==> config.mk <==
export PLATFORM = sky130hd
export DESIGN_NAME = afc_host
export DESIGN_NICKNAME = d
export VERILOG_FILES = /design/src/design/afc_pkg.sv /design/src/design/afc_cnt.sv /design/src/design/afc_sync_hold.sv /design/src/design/afc_host.sv
export SDC_FILE = /design/constraint.sdc
export NUM_CORES = 1
export LEC_CHECK = 0
export BUFFER_PORTS_ARGS = -buffer_cell sky130_fd_sc_hd__buf_4
export CAP_MARGIN = 20
export CORE_MARGIN = 8
export CORE_UTILIZATION = 50
export CTS_BUF_LIST = sky130_fd_sc_hd__clkbuf_16
export CTS_CLUSTER_DIAMETER = 60
export DETAILED_ROUTE_END_ITERATION = 12
export PLACE_DENSITY_LB_ADDON = 0.1
export SYNTH_ARGS = -nofsm -noshare
export SYNTH_HDL_FRONTEND = slang
export SYNTH_SLANG_ARGS = --single-unit
==> constraint.sdc <==
create_clock -name pclk -period 3.6 [get_ports pclk]
set_input_delay 0.36 -clock pclk [delete_from_list [all_inputs] [get_ports pclk]]
set_output_delay 0.36 -clock pclk [all_outputs]
set_load 0.01 [all_outputs]
==> src/design/afc_pkg.sv <==
// afc_pkg: constants for the fifo host controller
// assumes a 100 MHz pclk and an apb register port
package afc_pkg;
	localparam int          PCLK_MHZ       = 100;
	localparam int          DATA_W         = 9;
	// pin timing in ns, fastest grade
	localparam int          T_PULSE_NS     = 35;
	localparam int          T_RECOV_NS     = 10;
	localparam int          T_SETUP_NS     = 35;
	localparam int          T_FLAG_NS      = 45;
	localparam int          PULSE_CYC      = (T_PULSE_NS * PCLK_MHZ + 999) / 1000;
	localparam int          RECOV_CYC      = (T_RECOV_NS * PCLK_MHZ + 999) / 1000;
	localparam int          SETUP_CYC      = (T_SETUP_NS * PCLK_MHZ + 999) / 1000;
	localparam int          FLAG_CYC       = (T_FLAG_NS * PCLK_MHZ + 999) / 1000;
	// register byte addresses
	localparam logic [11:0] ADDR_CTRL      = 12'h000;
	localparam logic [11:0] ADDR_STATUS    = 12'h004;
	localparam logic [11:0] ADDR_WDATA     = 12'h008;
	localparam logic [11:0] ADDR_RDATA     = 12'h00C;
	// ctrl fields (write 1 to bits 0-3 to start an operation; chain and first set the mode)
	localparam int          CTRL_WRITE     = 0;
	localparam int          CTRL_READ      = 1;
	localparam int          CTRL_RESET     = 2;
	localparam int          CTRL_REPLAY    = 3;
	localparam int          CTRL_CHAIN     = 4;
	localparam int          CTRL_FIRST     = 5;
	// status fields
	localparam int          ST_BUSY        = 0;
	localparam int          ST_EMPTY       = 1;
	localparam int          ST_FULL        = 2;
	localparam int          ST_HALF        = 3;
	localparam int          ST_RVALID      = 4;
	localparam int          ST_REFUSED     = 5;
	localparam logic [1:0]  CFG_RESET_VAL  = 2'h0;
	typedef enum logic [2:0]
	{
		AFC_IDLE   = 3'b000,
		AFC_SETUP  = 3'b001,
		AFC_PULSE  = 3'b010,
		AFC_WAIT   = 3'b011,
		AFC_RECOV  = 3'b100
	} afc_state_t;
	typedef enum logic [1:0]
	{
		AFC_OP_WR  = 2'b00,
		AFC_OP_RD  = 2'b01,
		AFC_OP_RST = 2'b10,
		AFC_OP_RT  = 2'b11
	} afc_op_t;
endpackage : afc_pkg

==> src/design/afc_cnt.sv <==
// afc_cnt: loadable down counter used for pulse and gap timing
// assumes load and count requests are mutually exclusive per cycle
`timescale 1ns/1ps
module afc_cnt #(
	parameter int W = 4
) (
	// clock and reset
	input  wire logic         pclk,
	input  wire logic         presetn,
	// control
	input  wire logic         load,
	input  wire logic [W-1:0] value,
	// status
	output logic              done
);
	logic [W-1:0] cnt_q;

	always_ff @(posedge pclk or negedge presetn)
	begin
		if (!presetn)
			cnt_q <= '0;
		else if (load)
			cnt_q <= value;
		else if (cnt_q != '0)
			cnt_q <= cnt_q - 1'b1;
	end

	assign done = (cnt_q == '0);
endmodule : afc_cnt

==> src/design/afc_sync_hold.sv <==
// afc_sync_hold: samples the data bus while the read strobe is low
// assumes the bus is driven by the fifo during the read pulse
`timescale 1ns/1ps
module afc_sync_hold #(
	parameter int W = 9
) (
	// clock and reset
	input  wire logic         pclk,
	input  wire logic         presetn,
	// capture
	input  wire logic         capture,
	input  wire logic [W-1:0] din,
	output logic [W-1:0]      dout
);
	always_ff @(posedge pclk or negedge presetn)
	begin
		if (!presetn)
			dout <= '0;
		else if (capture)
			dout <= din;
	end
endmodule : afc_sync_hold

==> src/design/afc_host.sv <==
// afc_host: apb controlled host that drives an asynchronous 9-bit fifo
// assumes fifo pins are synchronous to pclk; data bus is split into wdata and rdata
// Overview of operation
// - single device: chain input held low by the host
// - width expansion: all buffers share the same strobes and modes
// - never tie flag outputs of separate buffers together
// - first buffer of a depth chain gets first select low
// - other chained buffers hold first select high
// - chain output of each buffer feeds chain input of next
// - host combines full flags and empty flags of chain
// - watch full of written buffer, empty of read buffer; host waits on any_full and any_empty of all buffers instead
// - width and depth expansion may be combined
// - write, reset and replay pulses never shorter than minimum
// - pending read held full width after empty releases
// - pending write held full width after full releases
// - strobes high for setup before replay, recovery after
// - reset returns pointers; strobes stay high during reset
//
// Design decisions made here: register access over APB and the placing of the registers.
`timescale 1ns/1ps
module afc_host
	import afc_pkg::*;
#(
	parameter int N_DEV = 1
) (
	// apb slave
	input  wire logic                    pclk,
	input  wire logic                    presetn,
	input  wire logic                    psel,
	input  wire logic                    penable,
	input  wire logic                    pwrite,
	input  wire logic [11:0]             paddr,
	input  wire logic [31:0]             pwdata,
	output logic      [31:0]             prdata,
	output logic                         pready,
	output logic                         pslverr,
	// fifo strobes, shared by every buffer; then the chain and first select mode pins
	output logic                         write_strobe_n,
	output logic                         read_strobe_n,
	output logic                         reset_n,
	output logic                         replay_strobe_n,
	output logic                         chain_in_n,
	output logic                         first_device_select_n,
	// fifo data
	output logic      [afc_pkg::DATA_W-1:0] wdata,
	input  wire logic [afc_pkg::DATA_W-1:0] rdata,
	// fifo flags, one per buffer
	input  wire logic [N_DEV-1:0]        empty_flag_n,
	input  wire logic [N_DEV-1:0]        full_flag_n,
	input  wire logic [N_DEV-1:0]        half_full_flag_n
);
	import afc_pkg::*;

	////////////////////////////////////////////////////////////////////
	afc_state_t             state_q;
	afc_op_t                op_q;
	logic [1:0]             cfg_q;
	logic [DATA_W-1:0]      wdata_q;
	logic                   rvalid_q;
	logic                   refused_q;
	logic                   any_empty;
	logic                   any_full;
	logic                   any_half;
	logic                   cnt_load;
	logic [3:0]             cnt_val;
	logic                   cnt_done;
	logic [DATA_W-1:0]      rd_hold;
	logic                   wr_acc;
	logic                   rd_acc;
	logic                   start;
	afc_op_t                start_op;

	// empty and full flags of each buffer kept on their own nets, combined here; half full from buffer 0 only
	assign any_empty = ~&empty_flag_n;
	assign any_full  = ~&full_flag_n;
	assign any_half  = cfg_q[0] ? 1'b0 : ~half_full_flag_n[0];

	assign wr_acc = psel & penable & pwrite & pready;
	assign rd_acc = psel & penable & ~pwrite & pready;

	////////////////////////////////////////////////////////////////////
	// apb: one wait-free access; unmapped reads zero, error flagged only above 0x00F
	always_ff @(posedge pclk or negedge presetn)
	begin
		if (!presetn)
			pready <= 1'b0;
		else
			pready <= psel & ~penable;
	end

	always_ff @(posedge pclk or negedge presetn)
	begin
		if (!presetn)
			pslverr <= 1'b0;
		else
			pslverr <= psel & ~penable & (paddr[11:4] != 8'h00);
	end

	always_ff @(posedge pclk or negedge presetn)
	begin
		if (!presetn)
			prdata <= 32'h0000_0000;
		else if (psel & ~penable & ~pwrite)
		begin
			case (paddr)
				ADDR_CTRL:   prdata <= {26'h0, cfg_q, 4'h0};
				ADDR_STATUS: prdata <= {26'h0, refused_q, rvalid_q,
					any_half, any_full, any_empty,
					(state_q != AFC_IDLE)};
				ADDR_WDATA:  prdata <= {23'h0, wdata_q};
				ADDR_RDATA:  prdata <= {23'h0, rd_hold};
				default:     prdata <= 32'h0000_0000;
			endcase
		end
	end

	always_ff @(posedge pclk or negedge presetn)
	begin
		if (!presetn)
			wdata_q <= '0;
		else if (wr_acc && paddr == ADDR_WDATA)
			wdata_q <= pwdata[DATA_W-1:0];
	end

	// mode bits freeze while busy so a running pulse is never cut short
	always_ff @(posedge pclk or negedge presetn)
	begin
		if (!presetn)
			cfg_q <= CFG_RESET_VAL;
		else if (wr_acc && paddr == ADDR_CTRL && state_q == AFC_IDLE)
			cfg_q <= {pwdata[CTRL_FIRST], pwdata[CTRL_CHAIN]};
	end

	// one command per ctrl write, lowest bit wins; ignored while busy
	always_comb
	begin
		start    = 1'b0;
		start_op = AFC_OP_WR;
		if (wr_acc && paddr == ADDR_CTRL && state_q == AFC_IDLE)
		begin
			start = |pwdata[3:0];
			if (pwdata[CTRL_WRITE])
				start_op = AFC_OP_WR;
			else if (pwdata[CTRL_READ])
				start_op = AFC_OP_RD;
			else if (pwdata[CTRL_RESET])
				start_op = AFC_OP_RST;
			else
				start_op = AFC_OP_RT;
		end
	end

	////////////////////////////////////////////////////////////////////
	// pin sequencer
	afc_cnt #(
		.W (4)
	) u_cnt (
		.pclk    (pclk),
		.presetn (presetn),
		.load    (cnt_load),
		.value   (cnt_val),
		.done    (cnt_done)
	);

	afc_sync_hold #(
		.W (DATA_W)
	) u_hold (
		.pclk    (pclk),
		.presetn (presetn),
		.capture (state_q == AFC_PULSE && op_q == AFC_OP_RD && cnt_done),
		.din     (rdata),
		.dout    (rd_hold)
	);

	always_comb
	begin
		cnt_load = 1'b0;
		cnt_val  = 4'h0;
		case (state_q)
			AFC_IDLE:
				if (start)
				begin
					cnt_load = 1'b1;
					cnt_val  = 4'(SETUP_CYC);
				end
			AFC_SETUP:
				if (cnt_done)
				begin
					cnt_load = 1'b1;
					cnt_val  = 4'(PULSE_CYC);
				end
			AFC_WAIT:
				if (!(op_q == AFC_OP_RD ? any_empty : any_full))
				begin
					// full width again once flag releases
					cnt_load = 1'b1;
					cnt_val  = 4'(PULSE_CYC);
				end
			AFC_PULSE:
				if (cnt_done)
				begin
					cnt_load = 1'b1;
					cnt_val  = (op_q == AFC_OP_RST) ? 4'(FLAG_CYC)
						: 4'(RECOV_CYC);
				end
			default: ;
		endcase
	end

	always_ff @(posedge pclk or negedge presetn)
	begin
		if (!presetn)
			state_q <= AFC_IDLE;
		else
		begin
			case (state_q)
				AFC_IDLE:
					if (start)
						state_q <= AFC_SETUP;
				AFC_SETUP:
					if (cnt_done)
					begin
						if ((op_q == AFC_OP_RD && any_empty) ||
							(op_q == AFC_OP_WR && any_full))
							state_q <= AFC_WAIT;
						else
							state_q <= AFC_PULSE;
					end
				AFC_WAIT:
					if (!(op_q == AFC_OP_RD ? any_empty : any_full))
						state_q <= AFC_PULSE;
				AFC_PULSE:
					if (cnt_done)
						state_q <= AFC_RECOV;
				AFC_RECOV:
					if (cnt_done)
						state_q <= AFC_IDLE;
				default:
					state_q <= AFC_IDLE;
			endcase
		end
	end

	// op latched with the start so the sequencer sees one stable command
	always_ff @(posedge pclk or negedge presetn)
	begin
		if (!presetn)
			op_q <= AFC_OP_WR;
		else if (start)
			op_q <= start_op;
	end

	// a replay in chain mode is refused: the buffers lack it
	always_ff @(posedge pclk or negedge presetn)
	begin
		if (!presetn)
			refused_q <= 1'b0;
		else if (start)
			refused_q <= (start_op == AFC_OP_RT) && cfg_q[0];
	end

	always_ff @(posedge pclk or negedge presetn)
	begin
		if (!presetn)
			rvalid_q <= 1'b0;
		// a new word wins over a clear landing in the same cycle
		else if (state_q == AFC_PULSE && op_q == AFC_OP_RD && cnt_done)
			rvalid_q <= 1'b1;
		else if (rd_acc && paddr == ADDR_RDATA)
			rvalid_q <= 1'b0;
	end

	////////////////////////////////////////////////////////////////////
	// pin drivers: strobes stay high outside their own pulse
	// each strobe comes straight off its own flop, so no glitch reaches
	// the buffers while the sequencer changes state
	always_ff @(posedge pclk or negedge presetn)
	begin
		if (!presetn)
			write_strobe_n <= 1'b1;
		else
			write_strobe_n <= !(state_q == AFC_PULSE &&
				op_q == AFC_OP_WR && !cnt_done);
	end

	always_ff @(posedge pclk or negedge presetn)
	begin
		if (!presetn)
			read_strobe_n <= 1'b1;
		else
			read_strobe_n <= !(state_q == AFC_PULSE &&
				op_q == AFC_OP_RD && !cnt_done);
	end

	always_ff @(posedge pclk or negedge presetn)
	begin
		if (!presetn)
			reset_n <= 1'b1;
		else
			reset_n <= !(state_q == AFC_PULSE &&
				op_q == AFC_OP_RST && !cnt_done);
	end

	// chained buffers have no replay, so the pulse is withheld there
	always_ff @(posedge pclk or negedge presetn)
	begin
		if (!presetn)
			replay_strobe_n <= 1'b1;
		else
			replay_strobe_n <= !(state_q == AFC_PULSE &&
				op_q == AFC_OP_RT && !cnt_done && !cfg_q[0]);
	end

	// chain mode: chain_in released (fed by previous chain_out on board)
	always_ff @(posedge pclk or negedge presetn)
	begin
		if (!presetn)
			chain_in_n <= 1'b0;
		else
			chain_in_n <= cfg_q[0];
	end

	// first select idles high so a single buffer never sees it move
	always_ff @(posedge pclk or negedge presetn)
	begin
		if (!presetn)
			first_device_select_n <= 1'b1;
		else
			first_device_select_n <= cfg_q[0] ? ~cfg_q[1]
				: 1'b1;
	end

	// write data follows the register one cycle later, also while a pulse runs
	always_ff @(posedge pclk or negedge presetn)
	begin
		if (!presetn)
			wdata <= '0;
		else
			wdata <= wdata_q;
	end
endmodule : afc_host

---- Yosys cells after proc, flatten, opt, wreduce, memory -nomap -nowiden ----
Index checks and enable logic that the tools add are counted.
storage, ports and cells
  register bits after elaboration ......... 80
  bits of input ports ..................... 61
  output and inout port bits .............. 49
  logic and storage cells ................. 115
operators by class
  add/subtract/negate cells ............... 1
  equality and inequality tests ........... 16
  muxes and demuxes ....................... 30
  bitwise gates (word level) .............. 12
  reduce and logical (&&, ||, !) cells .... 38
operator list
  cell                                                                     count
  9-bit one-hot mux with 4 select lines                                    1
  3-bit 2-to-1 mux                                                         10
  12-bit by 4-bit equality test with 1-bit output (second input constant)  2
  1-bit logical AND                                                        17
  3-bit one-hot mux with 5 select lines                                    1
  12-bit by 3-bit equality test with 1-bit output (second input constant)  1
  12-bit logical NOT                                                       1
  3-bit one-hot mux with 4 select lines                                    1
  1-bit 2-to-1 mux                                                         11
  2-bit != test (second input constant)                                    5
  1-bit bitwise AND                                                        8
  1-bit logical NOT                                                        8
  4-bit 2-to-1 mux                                                         2
  8-bit nonzero test                                                       1
  2-bit equality test (second input constant)                              3
  3-bit by 2-bit equality test with 1-bit output (second input constant)   2
  2-bit 2-to-1 mux                                                         3
  5-bit AND reduction                                                      1
  4-bit logical NOT                                                        1
  1-bit NOT                                                                4
  2-bit nonzero test                                                       2
  4-bit nonzero test                                                       1
  4-bit OR reduction                                                       1
  4-bit by 1-bit subtractor with 4-bit output (second input constant)      1
  other kinds (9)                                                          9

---- Longest topological paths before layout ----
Gate-level depths: netlist of the first run.
  depth in word-level cells ............... 9
  gate-level depth with buffers ........... 7
  gate-level depth less buffers ........... 6

---- Hierarchy ----
From an unflattened synthesis of the first run, not the netlist that was laid out.
unflattened totals
  cells, all modules ...................... 223
  area, all modules ....................... 2667.6 um^2
modules (own cells, without submodules)
  module         instances  cells each  area each (um^2)
  afc_host       1          182         2062.0
  afc_sync_hold  1          19          371.6
  afc_cnt        1          22          234.0

---- Worst setup path before layout of the first run ----
Ideal clock, no wire load.
  path kind ............................... reg2reg
  start ................................... reg u_cnt.cnt_q[0]
  end ..................................... reg u_hold.dout[0]
  arrival ................................. 1.727 ns
  data required time ...................... 3.475 ns
  path slack .............................. 1.748 ns
  cell stages (with the launch flop) ...... 8
  buffers on the path ..................... 1
  period minus slack after synthesis ...... 1.852 ns
  cells stage by stage .................... dfrtp_1 inv_1 ha_1 or3b_1 buf_6 nor4_4 nand2_4 mux2_2
on the way
  cells in the longest elaborated chain, start to end .. 2
ends and longest elaborated chain
  element                 line                 text
  start, declared         afc_cnt.sv:16        logic [W-1:0] cnt_q;
  start signal, assigned  afc_cnt.sv:23        cnt_q <= value;
  start signal, assigned  afc_cnt.sv:25        cnt_q <= cnt_q - 1'b1;
  4-bit logical NOT       afc_cnt.sv:28        assign done = (cnt_q == '0);
  1-bit logical AND       afc_host.sv:170      .capture (state_q == AFC_PULSE && op_q == AFC_OP_RD && cnt_done),
  end signal, assigned    afc_sync_hold.sv:20  dout <= din;
  end, declared           afc_sync_hold.sv:13  output logic [W-1:0] dout
No other way between the ends.
A chain may end at the register's enable or synchronous reset.

---- Worst setup path in the final report of the first run ----
  start ................................... reg u_cnt.cnt_q[0]
  end ..................................... reg u_hold.dout[6]
The elaborated chain is that of the path after synthesis.

==> results of run 1 <==
layer usage:
metal | track usage, % | part of all wire [%] | up-vias
li1 | - | - | 909
met1 | 21.4 | 44 | 936
met2 | 23.8 | 45 | 81
met3 | 7.08 | 10 | 7
met4 | 4.98 | 0.95 | 0
met5 | 0 | 0 | -
kinds of logic after synthesis:
logic type | after synthesis
flip-flops | 57
buffers and inverters | 39
multiplexers | 28
AO/OA/AOI/OAI | 36
adder cells (fa/ha/maj) | 2
other | 1
AND/OR/NAND/NOR | 64
XOR/XNOR | 2
final timing paths:
path / cells after the start / start / to
max reg2reg: 6 / u_cnt.cnt_q[0] / u_hold.dout[6]
min in group pclk: 2 / penable / pready
min: 1 / presetn / wdata_q[8]
max: 6 / u_cnt.cnt_q[0] / u_hold.dout[6]
min reg2reg: 0 / wdata_q[1] / wdata[1]
max in group asynchronous: 1 / presetn / u_cnt.cnt_q[0]
sequential cells by signal (all words and copies together), names as in the netlist, 2 cells and up:
register	flops
cfg_q	2
op_q	2
prdata	9
state_q	3
u_cnt.cnt_q	4
u_hold.dout	9
wdata	9
wdata_q	9
layout by cell type (no fill, tap or decap), drive strengths merged, types with 3 or more instances in the layout:
master  Yosys  routed
dfstp       5       5
a22oi       5       5
o31ai       5       5
nor3        3       3
clkinv      0       4
nand3       7       7
mux2i       3       3
nor2        6       6
inv         8      10
a21oi       6       6
conb        1      23
clkbuf      4       9
buf        27      63
o21ai       7       7
and3        3       3
nor4        4       4
nand2      24      24
dfrtp      52      52
nor2b       4       4
mux2       23      23
worst reg2reg max path: stages (launching register included):
cell,delay [ns]
dfrtp_1,0.40
inv_1,0.09
ha_1,0.18
or3b_1,0.51
nor4_4,0.29
nand2_4,0.18
mux2_2,0.32
cell type report:
type                    instances  area [µm²]  share of cell area, %
repair buffers                 63         473                   13.9
well taps                      70        87.6                   2.58
flip-flops and latches         57        1430                   42.2
clock inverters                 7        53.8                   1.58
multi-input cells             155        1090                   32.2
clock buffers                   9         225                   6.63
inverters                       8        30.0                  0.885
power by group:
group | total, mW | internal, mW | switching, mW
registers | 0.699 | 0.674 | 0.0252
clock network | 0.785 | 0.520 | 0.265
logic | 0.222 | 0.105 | 0.117
through the flow:
stage | utilization (%) | cells
final | 66.0 | 369
after global placement | 60.6 | 353
after floorplan | - | 251
after CTS | 66.0 | 369
after global routing | 66.0 | 369
after detailed placement | 60.6 | 353
==> flow_summary.json, run 1 <==
{
  "final_nets": 357,
  "relSlewSlack_pct": 45.7,
  "synthAdderAreaFrac_pct": 0.931,
  "grt_pass1_vias": 1947,
  "crit_chain": "inv_1, ha_1, or3b_1, nor4_4, nand2_4, mux2_2",
  "place_hpwl_mm": 4.43,
  "synth_top_family_by_area": "simple AND/OR/NAND/NOR gates",
  "synth_most_common_cell": "dfrtp_1",
  "outcome": "finished, final reports clean",
  "synth_top_area_cell": "dfrtp_1",
  "r2r_slack_ns": 1.52,
  "drt-pass1-iter-count": 4,
  "wl_per_cell_um": 16.3,
  "num_rows": 26,
  "p_leak_nw": 1.68,
  "synth_top_area_share_pct": 48.4,
  "insertion_delay_ns": 0.32,
  "path_delay_family": "simple AND/OR/NAND/NOR gates",
  "worst_pin_slew_ns": 0.804,
  "grt_start_max_net_pins": 58,
  "synthSimpleGateAreaFrac_pct": 14.1,
  "wl_mm": 6.01,
  "fillers": 413,
  "slowest_stage": "or3b_1",
  "finalCritPeriodShare_pct": 57.7,
  "die_area_um2": 7980,
  "dp_slack_ns": 1.47,
  "vias": 1933,
  "powerDensity_nw_per_um2": 503,
  "cts_setup_buffers": 0,
  "cts-root-buf": "clkbuf_16",
  "place_congestion": 0.816,
  "synth.distinct_cells": 49,
  "diodes": 0,
  "finish.instance_area_um2": 3390,
  "die_h_um": 89.3,
  "whs_ns": 0.0862,
  "critPathMaxFanout": 10,
  "yosys-top-cells-area": "dfrtp_1, mux2_2, buf_4",
  "critPathRequiredTime_ns": 3.80,
  "seq_area_frac_synth_pct": 53.3,
  "drtAntennaViolNets": 0,
  "start_util_pct": 52.3,
  "critPathMaxStageDelay_ns": 0.51,
  "clk_pin_slew_ns": 0.05,
  "cts_resized": 0,
  "synth_edf_count": 0,
  "drc": 0,
  "crit_path_end_kind": "flop",
  "pin_count": 110,
  "cts_inserted_buffers": 9,
  "cts.path.max_buffers": 2,
  "fin_worst_skew_ns": 0.00677,
  "drt_first_iter_violations": 110,
  "synth_ff_type": "dfrtp_1",
  "grt_pass1_wl_mm": 9.66,
  "grt_overflow_total": 0,
  "synth_commonest_cells": "dfrtp_1, buf_4, mux2_2, nand2_1, inv_1",
  "viasPerCell": 5.24,
  "layout_min_cycle_time_ns": 2.08,
  "post_dp_cell_area_um2": 3120,
  "rsz0062_at_grt": "false",
  "hold_violations": 0,
  "synth-compound-area-share_pct": 9.31,
  "antenna_found_initial": 0,
  "syn_to_final_growth_pct": 26.2,
  "core_um2": 5140,
  "grt_use_total_pct": 16.3,
  "critical_path_class": "reg -> reg",
  "layout-drive-gt1-share_pct": 38.5,
  "ys.warnings.count": 0,
  "slew_violations": 0,
  "syn_avg_cell_area_um2": 11.7,
  "worstHoldPathType": "in -> async",
  "htree_levels": 3,
  "portBuffers": 63,
  "irDropWorstVdd_uv": 386,
  "die_w_um": 89.3,
  "postCtsHoldBufs": 0,
  "synth-xor-area-share_pct": 0.651,
  "timing.final.ws_setup_ns": 1.52,
  "cts.sinks": 57,
  "fmaxAchievable_ghz": 0.482,
  "tns_ns": 0,
  "crit_arrival_ns": 2.27,
  "syn_area_um2": 2690,
  "critPathBufInv": 1,
  "start_kind": "flop",
  "setup_violations": 0,
  "synth_mux_area_share_pct": 12.4,
  "ys_ff_latch": 57,
  "cts_tree": "done",
  "syn_inst": 229,
  "drv_cap": 0,
  "finalPower_mw": 1.71,
  "async_flop_share_pct": 100
}
(Power assumes the default switching activity.)
==> inputs of run 2 (changes only) <==
--- a/config.mk
+++ b/config.mk
@@ -8,7 +8,7 @@
 export BUFFER_PORTS_ARGS = -buffer_cell sky130_fd_sc_hd__buf_4
 export CAP_MARGIN = 20
 export CORE_MARGIN = 8
-export CORE_UTILIZATION = 50
+export CORE_UTILIZATION = 43
 export CTS_BUF_LIST = sky130_fd_sc_hd__clkbuf_16
 export CTS_CLUSTER_DIAMETER = 60
 export DETAILED_ROUTE_END_ITERATION = 12
==> constraint.sdc (replaced) <==
create_clock -name pclk -period 1.7 [get_ports pclk]
set_input_delay 0.17 -clock pclk [delete_from_list [all_inputs] [get_ports pclk]]
set_output_delay 0.17 -clock pclk [all_outputs]
set_load 0.01 [all_outputs]
==> run 2 against run 1 <==
Against the previous run: the run now ends with negative setup slack left; global-route usage decreased by 0.57 points; hold slack got worse by 0.047 ns; clock power increased by 130%; sequential power increased by 110%; critical endpoint is now u_hold.dout[5]; core utilization decreased by 4.8 points; via count increased by 6.3%; final cell count increased by 12%; non-clock buffer count increased by 38; clock-buffer cell count unchanged.
==> flow_summary.json, run 2 (synthesized netlist as in run 1, its figures left out) <==
{
  "rsz0062_at_grt": "true",
  "num_rows": 29,
  "timing.final.ws_setup_ns": -0.125,
  "grt_pass1_vias": 2225,
  "postLayoutCoreUtil_pct": 61.2,
  "violations": "negative setup slack",
  "r2r_slack_ns": -0.12,
  "drtAntennaViolNets": 0,
  "final_common_cell": "buf_4",
  "slew_violations": 0,
  "internal_power_mw": 3.12,
  "drt_first_iter_violations": 98,
  "powerDensity_nw_per_um2": 1070,
  "critPathMaxStageDelay_ns": 0.39,
  "outcome": "finished, violations left",
  "r2r-end": "u_hold.dout[5]",
  "start_kind": "flop",
  "hold_violations": 0,
  "place_congestion": 0.812,
  "endpoint": "u_hold.dout[5]",
  "die_area_um2": 9040,
  "crit_path_end_kind": "flop",
  "pin_count": 110,
  "drc": 0,
  "worst_pin_slew_ns": 0.715,
  "critPathBufInv": 2,
  "worstHoldPathType": "in -> reg",
  "path_delay_family": "simple AND/OR/NAND/NOR gates",
  "critical_path_class": "reg -> reg",
  "layout_common_cells": "buf_4, dfrtp_1, nand2_1, conb_1, mux2_2",
  "portBuffers": 63,
  "p_leak_nw": 1.90,
  "cts-root-buf": "clkbuf_16",
  "critPathRequiredTime_ns": 1.90,
  "start_util_pct": 43.3,
  "clk_pin_slew_ns": 0.05,
  "r2r_cells": 7,
  "critPathLaunch": "u_cnt.cnt_q[0]",
  "final_nets": 396,
  "p_comb_share_pct": 19.5,
  "layout-drive-gt1-share_pct": 48.7,
  "grt_overflow_total": 0,
  "htree_levels": 3,
  "tns_ns": -1.03,
  "post_dp_cell_area_um2": 3360,
  "worst_r2r_startpoint": "u_cnt.cnt_q[0]",
  "fin_worst_skew_ns": 0.00521,
  "slowest_stage": "or3b_4",
  "finalCritPeriodShare_pct": 107,
  "fillers": 514,
  "drt-pass1-iter-count": 4,
  "dp_slack_ns": -0.161,
  "viasPerCell": 4.96,
  "drv_cap": 0,
  "critPathMaxFanout": 5,
  "wl_mm": 6.53,
  "wl_per_cell_um": 15.8,
  "insertion_delay_ns": 0.32,
  "relSlewSlack_pct": 52.3,
  "power_frac_seq_pct": 35.9,
  "finalPower_mw": 4.08,
  "diodes": 0,
  "core_um2": 6200,
  "grt_pass1_wl_mm": 10.8,
  "fmaxAchievable_ghz": 0.548,
  "sw_frac_of_total_pct": 23.5,
  "irDropWorstVdd_uv": 695,
  "syn_to_final_growth_pct": 41.2,
  "vias": 2055,
  "grt_use_total_pct": 15.8,
  "layout_min_cycle_time_ns": 1.82,
  "setup_violations": 10,
  "finish.instance_area_um2": 3800,
  "cts_inserted_buffers": 9,
  "die_h_um": 95.1,
  "switching_power_uw": 960,
  "cts.sinks": 57,
  "grt_start_max_net_pins": 58,
  "crit_arrival_ns": 2.03,
  "cp.depth": 7,
  "cts_tree": "done",
  "antenna_found_initial": 0,
  "crit_chain": "inv_2, ha_4, or3b_4, nor4_4, buf_4, nand2_8, mux2_4",
  "cts.path.max_buffers": 2,
  "die_w_um": 95.1,
  "clockPowerShare_pct": 44.6,
  "place_hpwl_mm": 4.77
}
## run 2: cell count changes in the layout (fill, tap and decap cells not counted), sizes merged
cell	previous run	this run
bufinv	1	2
nand2	24	25
buf	63	100
dlygate4sd3	0	1
clkinv	4	2
## run 2: cell type report
type                    instances  area [µm²]  share of cell area [%]
clock buffers                   9         225                    5.93
clock inverters                 6        76.3                    2.01
inverters                       8        30.0                   0.791
multi-input cells             156        1180                    31.0
flip-flops and latches         57        1430                    37.7
well taps                      77        96.3                    2.54
repair buffers                101         761                    20.0
## run 2: how the worst min path moves through the flow
stage | endpoint | startpoint | cells after the start | slack, ns
detailed placement | wdata_q[8] | presetn | 1 | 0.28
global placement | wdata_q[8] | presetn | 1 | 0.27
floorplan | cfg_q[0] | presetn | 0 | -0.13
finish | pready | penable | 2 | 0.04
global route | pready | penable | 2 | 0.04
CTS | pready | penable | 2 | 0.02
## run 2: repair_timing
item	in CTS	in global routing
hold buffers	1	0
setup endpoints to repair	10	16
gates resized for setup	8	9
pin swaps	1	4
hold endpoints to repair	52	0
setup buffers	4	2
gates cloned	1	0
## run 2: power by group through the flow
| stage | clock network (mW) | registers [mW] | logic, mW |
|---|---|---|---|
| detailed placement | 0 | 1.48 | 0.655 |
| finish | 1.82 | 1.46 | 0.794 |
| global route | 1.94 | 1.47 | 0.874 |
| global placement | 0 | 1.48 | 0.641 |
| floorplan | 0 | 1.49 | 0.361 |
| CTS | 1.87 | 1.46 | 0.734 |
## run 2: per-stage QoR
stage | std cells | hold WS (ns)
after floorplan | 251 | -0.126
after global placement | 392 | 0.272
after detailed placement | 392 | 0.276
after CTS | 413 | 0.0227
after global routing | 414 | 0.0421
final | 414 | 0.0389
## run 2: routing by layer
layer | routed length [µm] | GRT usage [%]
met5 | 0 | 0
met4 | 155 | 9.23
met3 | 417 | 3.39
met2 | 3120 | 24.5
met1 | 2840 | 19.9
## run 2: worst register-to-register path, delay by kind of cell (launching register included)
| family | cells | cell delay [ns] |
|---|---|---|
| mux | 1 | 0.31 |
| simple gates | 3 | 0.63 |
| buf+inv | 2 | 0.27 |
| fa+ha+maj | 1 | 0.13 |
| flops | 1 | 0.38 |
==> inputs of run 3 (changes only) <==
--- a/config.mk
+++ b/config.mk
@@ -5,7 +5,7 @@
 export SDC_FILE = /design/constraint.sdc
 export NUM_CORES = 1
 export LEC_CHECK = 0
-export BUFFER_PORTS_ARGS = -buffer_cell sky130_fd_sc_hd__buf_4
+export BUFFER_PORTS_ARGS = -buffer_cell sky130_fd_sc_hd__clkbuf_2
 export CAP_MARGIN = 20
 export CORE_MARGIN = 8
 export CORE_UTILIZATION = 43
==> run 3 against run 2 <==
Against the previous run: the run still ends with negative setup slack left; final area shrank 1.9%; hold slack improved by 0.018 ns; clock-buffer cell count stayed put; first-iteration DRC count down 6.1%; total power up 4.9%; flip-flop and latch count is the same; setup slack got worse by 0.011 ns; register-to-register slack is essentially flat; fmax shrank 0.59%; via count rose by 1.6%; critical endpoint is now u_hold.dout[2].
==> flow_summary.json, run 3 (synthesized netlist as in run 1, its figures left out) <==
{
  "outcome": "finished, violations left",
  "violations": "negative setup slack",
  "cts_inserted_buffers": 9,
  "setup_violations": 10,
  "grt_overflow_total": 0,
  "start_kind": "flop",
  "cts-root-buf": "clkbuf_16",
  "post_dp_cell_area_um2": 3220,
  "die_h_um": 95.1,
  "core_um2": 6200,
  "drt_first_iter_violations": 92,
  "whs_endpoint": "pready",
  "drt-pass1-iter-count": 4,
  "dp_slack_ns": -0.161,
  "clk_pin_slew_ns": 0.05,
  "timing.final.ws_setup_ns": -0.136,
  "crit_arrival_ns": 2.04,
  "wl_per_cell_um": 15.5,
  "worstHoldPathType": "in -> reg",
  "whs_ns": 0.0569,
  "grt_pass1_wl_mm": 10.4,
  "hp-start": "penable",
  "num_rows": 29,
  "hold_violations": 0,
  "layout-drive-gt1-share_pct": 48.8,
  "rsz0062_at_grt": "true",
  "placed_cells": 392,
  "pin_count": 110,
  "antenna_found_initial": 0,
  "diodes": 0,
  "layout_common_cells": "clkbuf_2, dfrtp_1, buf_4, nand2_1, conb_1",
  "powerDensity_nw_per_um2": 1150,
  "start_util_pct": 43.3,
  "fmaxAchievable_ghz": 0.545,
  "r2r-end": "u_hold.dout[2]",
  "min_path_cells": 2,
  "worst_pin_slew_ns": 0.579,
  "htree_levels": 3,
  "wl_mm": 6.51,
  "drtAntennaViolNets": 0,
  "r2r_slack_ns": -0.14,
  "cts_tree": "done",
  "slew_violations": 0,
  "insertion_delay_ns": 0.32,
  "critical_path_class": "reg -> reg",
  "crit_path_end_kind": "flop",
  "critPathMaxFanout": 5,
  "finalPower_mw": 4.28,
  "portBuffers": 63,
  "syn_to_final_growth_pct": 38.6,
  "cts.sinks": 57,
  "fin_worst_skew_ns": 0.00728,
  "grt_start_max_net_pins": 29,
  "final_common_cell": "clkbuf_2",
  "irDropWorstVdd_uv": 665,
  "fin_cells": 419,
  "finalCritPeriodShare_pct": 108,
  "die_w_um": 95.1,
  "die_area_um2": 9040,
  "final_nets": 400,
  "layout_min_cycle_time_ns": 1.84,
  "worst_r2r_startpoint": "u_cnt.cnt_q[0]",
  "relSlewSlack_pct": 61.4,
  "finish.instance_area_um2": 3730,
  "p_leak_nw": 1.90,
  "critPathRequiredTime_ns": 1.91,
  "grt_pass1_vias": 2180,
  "cts.path.max_buffers": 2,
  "drv_cap": 0,
  "place_congestion": 0.795,
  "regArea_um2": 1430,
  "critPathLaunch": "u_cnt.cnt_q[0]",
  "multi_input_area_um2": 1180,
  "drc": 0,
  "viasPerCell": 4.98,
  "grt_use_total_pct": 15.3,
  "place_hpwl_mm": 4.83,
  "fillers": 541,
  "r2r_cells": 7,
  "vias": 2088
}
[run 3: stage by stage]
step	util, %	TNS (ns)
floorplan	-	-1.38
global placement	51.9	-1.70
detailed placement	51.9	-2.14
CTS	59.1	-0.967
global route	60.1	-1.50
finish	60.1	-1.08
[run 3: power breakdown]
part / switching [mW] / internal, mW
logic: 0.354 / 0.440
clock network: 0.605 / 1.42
registers: 0.0362 / 1.43
total: 0.996 / 3.28
[run 3: timing repair]
action / in CTS / in global routing
hold buffers: 1 / 0
pin swaps: 2 / 2
buffers inserted: 6 / 4
endpoints found under the setup margin: 12 / 16
gates resized for setup: 10 / 7
cloned: 1 / 0
endpoints found under the hold margin: 14 / 0
[run 3: cell type report]
class	count	area share (%)
Sequential cell	57	38.4
Multi-Input combinational cell	156	31.7
Timing Repair Buffer	105	17.4
Clock buffer	9	6.04
Clock inverter	7	2.99
Tap cell	77	2.59
Inverter	8	0.806
[run 3: critical path, stage by stage, from the launching register on]
cell     delay (ns)
dfrtp_1        0.39
inv_2          0.09
ha_4           0.13
or3b_4         0.39
nor4_4         0.16
buf_4          0.19
nand2_8        0.08
mux2_4         0.30
[run 3: routing by layer]
layer,share of wire [%],GRT usage (%),vias to the layer above
met3,7.0,4.33,13
met2,46,23.4,73
met4,2.9,9.49,0
li1,-,-,987
met5,0,0,-
met1,44,18.8,1015
[run 3: how the worst max path moves through the flow]
stage                                 to  slack, ns  cells after the start
after floorplan           u_hold.dout[0]      -0.15                      7
after global placement           op_q[0]      -0.13                      4
after detailed placement  u_hold.dout[8]      -0.16                      6
after CTS                 u_hold.dout[2]      -0.12                      7
after global routing      u_hold.dout[2]      -0.18                      7
final                     u_hold.dout[2]      -0.14                      7
